--- config.mk ---
export PLATFORM = sky130hd
export DESIGN_NAME = sdi_top
export DESIGN_NICKNAME = d
export VERILOG_FILES = /design/src/pkg/sdi_pkg.sv /design/src/design/sdi_top.sv
export SDC_FILE = /design/constraint.sdc
export NUM_CORES = 1
export LEC_CHECK = 0
export ABC_CLOCK_PERIOD_IN_PS = 2270
export BUFFER_PORTS_ARGS = -buffer_cell sky130_fd_sc_hd__buf_2
export CORE_MARGIN = 10
export CORE_UTILIZATION = 55
export CTS_CLUSTER_DIAMETER = 80
export DETAILED_ROUTE_END_ITERATION = 10
export HOLD_SLACK_MARGIN = 0.05
export PLACE_DENSITY = 0.8
export REMOVE_ABC_BUFFERS = 1
export SLEW_MARGIN = 20
export SYNTH_ARGS = -nofsm -noshare
export SYNTH_HDL_FRONTEND = slang
export SYNTH_SLANG_ARGS = --single-unit
--- constraint.sdc ---
create_clock -name CLK -period 2.27 [get_ports CLK]
set_input_delay 0.227 -clock CLK [delete_from_list [all_inputs] [get_ports CLK]]
set_output_delay 0.227 -clock CLK [all_outputs]
set_load 0.01 [all_outputs]
--- src/pkg/sdi_pkg.sv ---
// Package for the servo digital input function decoder
package sdi_pkg;

  // ----------------------------------------
  // Timing
  // ----------------------------------------
  localparam int unsigned CLK_HZ          = 250_000_000;
  localparam int unsigned POWERUP_HOLD_S  = 2;
  localparam int unsigned POWERUP_CYCLES  = POWERUP_HOLD_S * CLK_HZ;
  localparam int unsigned POS_W           = 32;
  localparam int unsigned INDEX_W         = 6;
  localparam int unsigned DIV_W           = 8;
  localparam int unsigned ABS_DIV_DEFAULT = 16;

  // ----------------------------------------
  // Encodings and reset values
  // ----------------------------------------
  localparam logic [7:0]       WARN_EMERGENCY   = 8'h80;
  localparam logic [7:0]       WARN_NONE        = 8'h00;
  localparam logic [1:0]       QUAD_RESET       = 2'h0;
  localparam logic [POS_W-1:0] POS_RESET        = 32'h0000_0000;
  localparam logic [5:0]       PASS_RESET       = 6'h00;
  localparam logic [5:0]       ABS_BITS_DEFAULT = 6'h20;

  // Contact inputs, in one bundle
  typedef struct packed {
    logic                   fwd_limit;
    logic                   rev_limit;
    logic                   origin;
    logic                   stop;
    logic                   p_only;
    logic                   second_gain_select;
    logic                   fwd_clamp;
    logic                   rev_clamp;
    logic                   touch_probe_one;
    logic                   touch_probe_two;
    logic                   emergency_halt_input;
    logic                   alarm_clr;
    logic                   servo_enable_input;
    logic                   idx_run;
    logic                   post_sensor;
    logic                   home_run;
    logic [INDEX_W-1:0]     idx_sel;
    logic                   hold;
    logic                   abs_req;
    logic                   jog_run;
  } sdi_contacts_t;

  typedef enum logic [5:0] {
    ST_OFF   = 6'h01,
    ST_READY = 6'h02,
    ST_INDEX = 6'h04,
    ST_HELD  = 6'h08,
    ST_HOME  = 6'h10,
    ST_JOG   = 6'h20
  } sdi_state_t;

  typedef enum logic [2:0] {
    AB_IDLE = 3'h1,
    AB_SEND = 3'h2,
    AB_DONE = 3'h4
  } sdi_abs_t;

endpackage

--- src/design/sdi_top.sv ---
// Servo digital input function decoder and motion control gating
`timescale 1ns/1ps
// Overview of operation
// - Travel limits block further motion that way
// - Stop contact brings the motor to stop
// - Proportional-only contact selects P control
// - Gain switch contact selects second gain set
// - Forward clamp contact enables forward torque limit
// - Reverse clamp contact enables reverse torque limit
// - Two probes latch position into own slots
// - Emergency input stops and raises warning 80
// - Emergency stop method follows configuration value
// - Enable energises motor, disable frees it
// - Alarm clear input clears the alarm
// - Index run starts selected move in index mode
// - Post sensor switches to preset speed, distance
// - Homing run starts homing in index mode using origin sensor
// - Six select bits form index 0 to 63
// - Hold during index move decelerates to stop
// - Second hold resumes interrupted index move
// - Absolute request sends position as quadrature
// - Jog run drives jog at configured speed
// - Enable ignored for two seconds after power
module sdi_top
  import sdi_pkg::*;
#(
  parameter int unsigned POWERUP_CNT = POWERUP_CYCLES,
  parameter int unsigned ABS_DIV     = ABS_DIV_DEFAULT
)
(
  input  wire logic               CLK,
  input  wire logic               SRST,
  input  wire sdi_contacts_t      CONTACTS,
  input  wire logic               INDEX_MODE,
  input  wire logic               REG_INDEX_TYPE,
  input  wire logic [1:0]         EMG_STOP_METHOD,
  input  wire logic               ALARM_IN,
  input  wire logic [POS_W-1:0]   POSITION,
  input  wire logic [POS_W-1:0]   ABS_POSITION,
  input  wire logic               MOVE_DONE,
  output logic                    MOTOR_ENABLE,
  output logic                    FREE_RUN,
  output logic                    FWD_INHIBIT,
  output logic                    REV_INHIBIT,
  output logic                    STOP_CMD,
  output logic                    DECEL_STOP,
  output logic [1:0]              EMG_METHOD,
  output logic [7:0]              WARNING_CODE,
  output logic                    P_ONLY,
  output logic                    SECOND_GAIN_SELECT_SEL,
  output logic                    FWD_TORQUE_LIMIT,
  output logic                    REV_TORQUE_LIMIT,
  output logic [POS_W-1:0]        TOUCH_PROBE_ONE_POS,
  output logic [POS_W-1:0]        TOUCH_PROBE_TWO_POS,
  output logic                    TOUCH_PROBE_ONE_VALID,
  output logic                    TOUCH_PROBE_TWO_VALID,
  output logic                    ALARM_ACTIVE,
  output logic [INDEX_W-1:0]      INDEX_NUM,
  output logic                    INDEX_START,
  output logic                    INDEX_ACTIVE,
  output logic                    INDEX_HELD,
  output logic                    REG_SWITCH,
  output logic                    HOMING_ACTIVE,
  output logic                    HOME_REF,
  output logic                    JOG_ACTIVE,
  output logic                    ENC_A,
  output logic                    ENC_B,
  output logic                    ABS_BUSY
);

  // ----------------------------------------
  // State record
  // ----------------------------------------
  typedef struct packed {
    sdi_contacts_t       sync1;
    sdi_contacts_t       sync2;
    sdi_contacts_t       prev;
    logic [31:0]         pwr_cnt;
    logic                pwr_ok;
    sdi_state_t          st;
    logic                alarm;
    logic [POS_W-1:0]    p1;
    logic [POS_W-1:0]    p2;
    logic                p1v;
    logic                p2v;
    logic                start_p;
    logic                reg_sw;
    sdi_abs_t            ab;
    logic [POS_W-1:0]    ab_shift;
    logic [5:0]          ab_left;
    logic [DIV_W-1:0]    ab_div;
    logic [1:0]          quad;
    logic                ab_phase;
    logic [7:0]          warn;
  } sdi_state_rec_t;

  sdi_state_rec_t s_reg;
  sdi_state_rec_t s_next;

  // Gray sequence step for quadrature output
  function automatic logic [1:0] quad_step(input logic [1:0] q);
    quad_step = {q[0], ~q[1]};
  endfunction

  function automatic logic rise(input logic now, input logic was);
    rise = now & ~was;
  endfunction

  sdi_contacts_t c;
  sdi_contacts_t p;
  logic          enable_ok;

  always_comb
  begin
    s_next = s_reg;
    c = s_reg.sync2;
    p = s_reg.prev;
    s_next.sync1 = CONTACTS;
    s_next.sync2 = s_reg.sync1;
    s_next.prev = c;
    s_next.start_p = 1'b0;

    // Power-up guard on servo enable
    if (!s_reg.pwr_ok)
    begin
      if (s_reg.pwr_cnt >= POWERUP_CNT - 1)
      begin
        s_next.pwr_ok = 1'b1;
      end
      else
      begin
        s_next.pwr_cnt = s_reg.pwr_cnt + 32'h1;
      end
    end
    enable_ok = s_reg.pwr_ok & c.servo_enable_input;

    // Alarm latch: a new alarm wins over a clear
    if (ALARM_IN)
    begin
      s_next.alarm = 1'b1;
    end
    else if (c.alarm_clr)
    begin
      s_next.alarm = 1'b0;
    end

    // Emergency warning held while contact is on
    s_next.warn = c.emergency_halt_input ? WARN_EMERGENCY : WARN_NONE;

    // Probe latches on rising edge, one slot each
    if (rise(c.touch_probe_one, p.touch_probe_one))
    begin
      s_next.p1 = POSITION;
      s_next.p1v = 1'b1;
    end
    if (rise(c.touch_probe_two, p.touch_probe_two))
    begin
      s_next.p2 = POSITION;
      s_next.p2v = 1'b1;
    end

    // Post sensor switch only for registration index types
    if (s_reg.st == ST_INDEX && REG_INDEX_TYPE && rise(c.post_sensor, p.post_sensor))
    begin
      s_next.reg_sw = 1'b1;
    end

    // Motion sequencer
    case (s_reg.st)
      ST_OFF:
      begin
        if (enable_ok && !s_reg.alarm && !c.emergency_halt_input)
        begin
          s_next.st = ST_READY;
        end
      end
      ST_READY:
      begin
        if (INDEX_MODE && rise(c.idx_run, p.idx_run))
        begin
          s_next.st = ST_INDEX;
          s_next.start_p = 1'b1;
          s_next.reg_sw = 1'b0;
        end
        else if (INDEX_MODE && rise(c.home_run, p.home_run))
        begin
          s_next.st = ST_HOME;
        end
        else if (c.jog_run)
        begin
          s_next.st = ST_JOG;
        end
      end
      ST_INDEX:
      begin
        if (rise(c.hold, p.hold))
        begin
          s_next.st = ST_HELD;
        end
        else if (MOVE_DONE)
        begin
          s_next.st = ST_READY;
          s_next.reg_sw = 1'b0;
        end
      end
      ST_HELD:
      begin
        if (rise(c.hold, p.hold))
        begin
          s_next.st = ST_INDEX;
        end
      end
      ST_HOME:
      begin
        if (MOVE_DONE)
        begin
          s_next.st = ST_READY;
        end
      end
      ST_JOG:
      begin
        if (!c.jog_run)
        begin
          s_next.st = ST_READY;
        end
      end
      default:
      begin
        s_next.st = ST_OFF;
      end
    endcase

    // Loss of enable, alarm or emergency overrides any motion
    if (!enable_ok || s_reg.alarm || c.emergency_halt_input)
    begin
      s_next.st = ST_OFF;
      s_next.reg_sw = 1'b0;
    end

    // Absolute position as quadrature, one edge per divided tick
    case (s_reg.ab)
      AB_IDLE:
      begin
        if (rise(c.abs_req, p.abs_req))
        begin
          s_next.ab = AB_SEND;
          s_next.ab_shift = ABS_POSITION;
          s_next.ab_left = ABS_BITS_DEFAULT;
          s_next.ab_div = '0;
          s_next.ab_phase = 1'b0;
        end
      end
      AB_SEND:
      begin
        if (s_reg.ab_div == DIV_W'(ABS_DIV - 1))
        begin
          s_next.ab_div = '0;
          // Each data bit is one quadrature edge; bit value picks direction
          s_next.quad = s_reg.ab_shift[0] ? quad_step(s_reg.quad)
                                          : {~s_reg.quad[0], s_reg.quad[1]};
          s_next.ab_shift = s_reg.ab_shift >> 1;
          s_next.ab_left = s_reg.ab_left - 6'h1;
          if (s_reg.ab_left == 6'h1)
          begin
            s_next.ab = AB_DONE;
          end
        end
        else
        begin
          s_next.ab_div = s_reg.ab_div + DIV_W'(1);
        end
      end
      AB_DONE:
      begin
        if (!c.abs_req)
        begin
          s_next.ab = AB_IDLE;
        end
      end
      default:
      begin
        s_next.ab = AB_IDLE;
      end
    endcase
  end

  always_ff @(posedge CLK)
  begin
    if (SRST)
    begin
      s_reg <= '0;
      s_reg.st <= ST_OFF;
      s_reg.ab <= AB_IDLE;
      s_reg.quad <= QUAD_RESET;
      s_reg.p1 <= POS_RESET;
      s_reg.p2 <= POS_RESET;
      s_reg.ab_left <= PASS_RESET;
      s_reg.warn <= WARN_NONE;
    end
    else
    begin
      s_reg <= s_next;
    end
  end

  // ----------------------------------------
  // Registered outputs
  // ----------------------------------------
  always_ff @(posedge CLK)
  begin
    if (SRST)
    begin
      MOTOR_ENABLE     <= 1'b0;
      FREE_RUN         <= 1'b1;
      FWD_INHIBIT      <= 1'b0;
      REV_INHIBIT      <= 1'b0;
      STOP_CMD         <= 1'b0;
      DECEL_STOP       <= 1'b0;
      EMG_METHOD       <= 2'h0;
      WARNING_CODE     <= WARN_NONE;
      P_ONLY           <= 1'b0;
      SECOND_GAIN_SELECT_SEL        <= 1'b0;
      FWD_TORQUE_LIMIT <= 1'b0;
      REV_TORQUE_LIMIT <= 1'b0;
      TOUCH_PROBE_ONE_POS       <= POS_RESET;
      TOUCH_PROBE_TWO_POS       <= POS_RESET;
      TOUCH_PROBE_ONE_VALID     <= 1'b0;
      TOUCH_PROBE_TWO_VALID     <= 1'b0;
      ALARM_ACTIVE     <= 1'b0;
      INDEX_NUM        <= '0;
      INDEX_START      <= 1'b0;
      INDEX_ACTIVE     <= 1'b0;
      INDEX_HELD       <= 1'b0;
      REG_SWITCH       <= 1'b0;
      HOMING_ACTIVE    <= 1'b0;
      HOME_REF         <= 1'b0;
      JOG_ACTIVE       <= 1'b0;
      ENC_A            <= 1'b0;
      ENC_B            <= 1'b0;
      ABS_BUSY         <= 1'b0;
    end
    else
    begin
      MOTOR_ENABLE     <= s_reg.st != ST_OFF;
      FREE_RUN         <= s_reg.st == ST_OFF;
      FWD_INHIBIT      <= s_reg.sync2.fwd_limit;
      REV_INHIBIT      <= s_reg.sync2.rev_limit;
      STOP_CMD         <= s_reg.sync2.stop | s_reg.sync2.emergency_halt_input;
      DECEL_STOP       <= s_reg.st == ST_HELD;
      EMG_METHOD       <= EMG_STOP_METHOD;
      WARNING_CODE     <= s_reg.warn;
      P_ONLY           <= s_reg.sync2.p_only;
      SECOND_GAIN_SELECT_SEL        <= s_reg.sync2.second_gain_select;
      FWD_TORQUE_LIMIT <= s_reg.sync2.fwd_clamp;
      REV_TORQUE_LIMIT <= s_reg.sync2.rev_clamp;
      TOUCH_PROBE_ONE_POS       <= s_reg.p1;
      TOUCH_PROBE_TWO_POS       <= s_reg.p2;
      TOUCH_PROBE_ONE_VALID     <= s_reg.p1v;
      TOUCH_PROBE_TWO_VALID     <= s_reg.p2v;
      ALARM_ACTIVE     <= s_reg.alarm;
      INDEX_NUM        <= s_reg.sync2.idx_sel;
      INDEX_START      <= s_reg.start_p & (s_reg.st == ST_INDEX);
      INDEX_ACTIVE     <= s_reg.st == ST_INDEX;
      INDEX_HELD       <= s_reg.st == ST_HELD;
      REG_SWITCH       <= s_reg.reg_sw;
      HOMING_ACTIVE    <= s_reg.st == ST_HOME;
      HOME_REF         <= s_reg.sync2.origin;
      JOG_ACTIVE       <= s_reg.st == ST_JOG;
      ENC_A            <= s_reg.quad[1];
      ENC_B            <= s_reg.quad[0];
      ABS_BUSY         <= s_reg.ab == AB_SEND;
    end
  end

endmodule

==> reports/metrics.cfg <==
[finish]
seq_area_mm2 = 0.006246
nets = 1446
multi_input_area_mm2 = 0.004308
largest_reg_flops = 160
n_fill_cell = 1352
final_util_pct = 72.71
drive_above_1_share_pct = 24.40
areaGrowthSynthToFinish_pct = 29.98
finalInstanceArea_mm2 = 0.01420
final_cells = 1639

[sta]
max_slew_margin_pct = 64.80
slew_violations = 0
worst_pin_slew_ns = 0.5280
fmaxAchievable_ghz = 0.4679
setup_viol = 0
hold_violations = 0
timing.setup.tns_ns = 0
period_needed_ns = 2.137
post-route-period-util_pct = 94.14
rsz0062_at_grt = no
finalClockSkew_ns = 0.01635

[routing]
route.detailed.drc = 0
vias_per_cell = 5.260
drt_iter0_drc = 414
postRouteAntennaNets = 0
routed_wirelength_mm = 26.73
wl_per_cell_um = 16.31
dr.pass1.iters = 5
vias = 8621

[clock_network]
clkTransAtPathRegs_ns = 0.06
clkSinkCount = 312
cts_root_buf = clkbuf_16
insertion_delay_ns = 0.55
htreeDepth = 1
cts_buffer_depth = 3
cts_tree = yes
numCtsBuffers = 31

[worst_setup_path]
cp-startpoint = s_reg[15]
cp.required_ns = 2.72
end_kind = flop
critPathMaxFanout = 14
reg2reg_depth = 6
ff2ff_setup_slack_ns = 0.13
start_kind = flop
crit-reg2reg-capture = s_reg[46]
endpoint = s_reg[46]
r2r_start = s_reg[15]
cp.arrival_ns = 2.59
crit_type = flop to flop

[global_routing]
grt_pass1_vias = 8706
grt_max_degree = 124
grt_usage_pct = 19.58
gr-total-overflow = 0
grt_pass1_wl_mm = 43.00
antenna_found_initial = 5

[power]
p_leak_uw = 0.005991
ir_drop_uv = 703.6
pwr_density_cell_mw_per_mm2 = 829.5

[yosys]
syn-instance-count = 1062
syn_area_mm2 = 0.01092
ys_seq_area_share_pct = 57.18
yosysUniqueCellTypes = 62
synth-main-ff-cell = dfxtp_1
syn_avg_cell_area_um2 = 10.29
synth-seq-cells = 312
async_reset_ff_share_pct = 0
yosysWarnings = 0
synth_edf_count = 0

[floorplanning]
die-area_mm2 = 0.02590
rows = 51
dieHeight_um = 160.9
ioPinCount = 200
die-width_um = 160.9
core_mm2 = 0.01953
initial_core_util_pct = 55.94

[place]
place_hpwl_mm = 16.40
gp_congestion = 0.8240
placed_area_mm2 = 0.01217
port_buffers = 192
dp.cells = 1483

[min_path]
holdCritPathClass = input pin to flop

[run]
drv_cap = 0

[outcome]
status = completed

[area by class of cell]
cell class,count,share of cell area [%]
diodes,5,0.08813
clock buffers,38,5.861
clock inverters,19,1.674
inverters,17,0.4495
multi-input cells,668,30.34
flip-flops and latches,312,43.99
well taps,265,2.335
repair buffers,315,15.26
[synthesized netlist by cell type, types with 3 or more instances]
cell      count  area share (%)
inv_1        17            0.58
or3_1         9            0.52
a21oi_1      34             1.6
a31oi_1       6            0.34
nand4_1       6            0.34
nand2_1      77             2.6
a311oi_1      3            0.24
nor3b_1       3            0.21
nor3_1       23             1.1
o211ai_1      3            0.21
nand2b_1     10            0.57
o21ai_0      22             1.0
xnor2_1       4            0.32
a211oi_1      3            0.21
buf_4        11            0.76
nor4b_1       3            0.24
clkbuf_1     51             1.8
and3_1        4            0.23
nand3_1      20            0.92
dfxtp_1     312              57
xor2_1        5            0.40
o21a_1        3            0.21
nor2b_1     169             9.7
ha_1          4            0.46
nand3b_1      3            0.21
mux2_2       14             1.4
buf_6         5            0.52
nor2_1       94             3.2
nor4_1        4            0.23
or4_1         3            0.21
a311oi_2     28             3.8
o22a_1       64             5.1
or2_2         4            0.23
mux2_1        4            0.41
buf_1         4            0.14
[placed cells by master (no fill, tap or decap), types with 17 or more instances in the layout]
cell and count:
nor3_1 23, dlygate4sd3_1 94, buf_2 191, nor2b_1 169, nand2_1 77, clkbuf_16 31, a21oi_1 34, nor2_1 92
o21ai_0 22, buf_4 26, dfxtp_1 312, a311oi_2 28, o22a_1 64, nand3_1 20, inv_1 17
[layer usage]
layer | track usage, % | wire length, um | vias up
li1 | - | - | 4220
met1 | 21.77 | 10770 | 4047
met2 | 34.42 | 13190 | 272
met3 | 4.908 | 1580 | 82
met4 | 9.057 | 1186 | 0
met5 | 0 | 0 | -
[where the power goes]
group | switching [uW] | internal [uW]
clock network | 2090 | 3170
registers | 74.1 | 5680
logic | 372 | 382
total | 2540 | 9240
[repair_timing]
action / CTS / global route
setup buffers: 0 / 0
hold buffers: 94 / 0
setup endpoints to repair: 0 / 3
resized for setup: 0 / 2
endpoints found under the hold margin: 127 / 0
[critical path, cell delays in order, from the launching register on]
cell	delay [ns]
dfxtp_1	0.36
or4_4	0.56
nor3_4	0.21
or2_2	0.25
buf_4	0.26
nor2_1	0.10
a311oi_2	0.29
[how the worst min path moves through the flow]
stage,start,to,depth (start not counted)
2_1_floorplan,SRST,s_reg[28],1
3_3_place_gp,s_reg[61],INDEX_START,1
3_5_place_dp,c[8],INDEX_NUM[5],1
4_1_cts,SRST,p[16],2
5_1_grt,SRST,s_next[209],2
6_report,SRST,p[16],2
[cells by family (layout without fill, tap and decap cells)]
kind of cell / Yosys count / after routing / synth area share [%]
buf+inv: 88 / 389 / 3.746
simple gates: 445 / 445 / 21.70
mux: 18 / 18 / 1.856
other cells: 1 / 12 / 0.03433
fa+ha+maj: 4 / 4 / 0.4582
compound gates: 185 / 185 / 14.31
xor+xnor: 9 / 9 / 0.7216
flops: 312 / 312 / 57.18
[stage by stage]
| stage | hold slack, ns | setup WS (ns) | total power [uW] |
|---|---|---|---|
| global route | 0.06517 | 0.01261 | 12170 |
| finish | 0.07275 | 0.1329 | 11780 |
| detailed placement | 0.4212 | 0.1100 | 6480 |
| floorplan | 0.2949 | -1.561 | 6163 |
| global placement | 0.4119 | 0.1491 | 6453 |
| CTS | 0.05242 | 0.09674 | 11860 |
(Power assumes the default switching activity.)
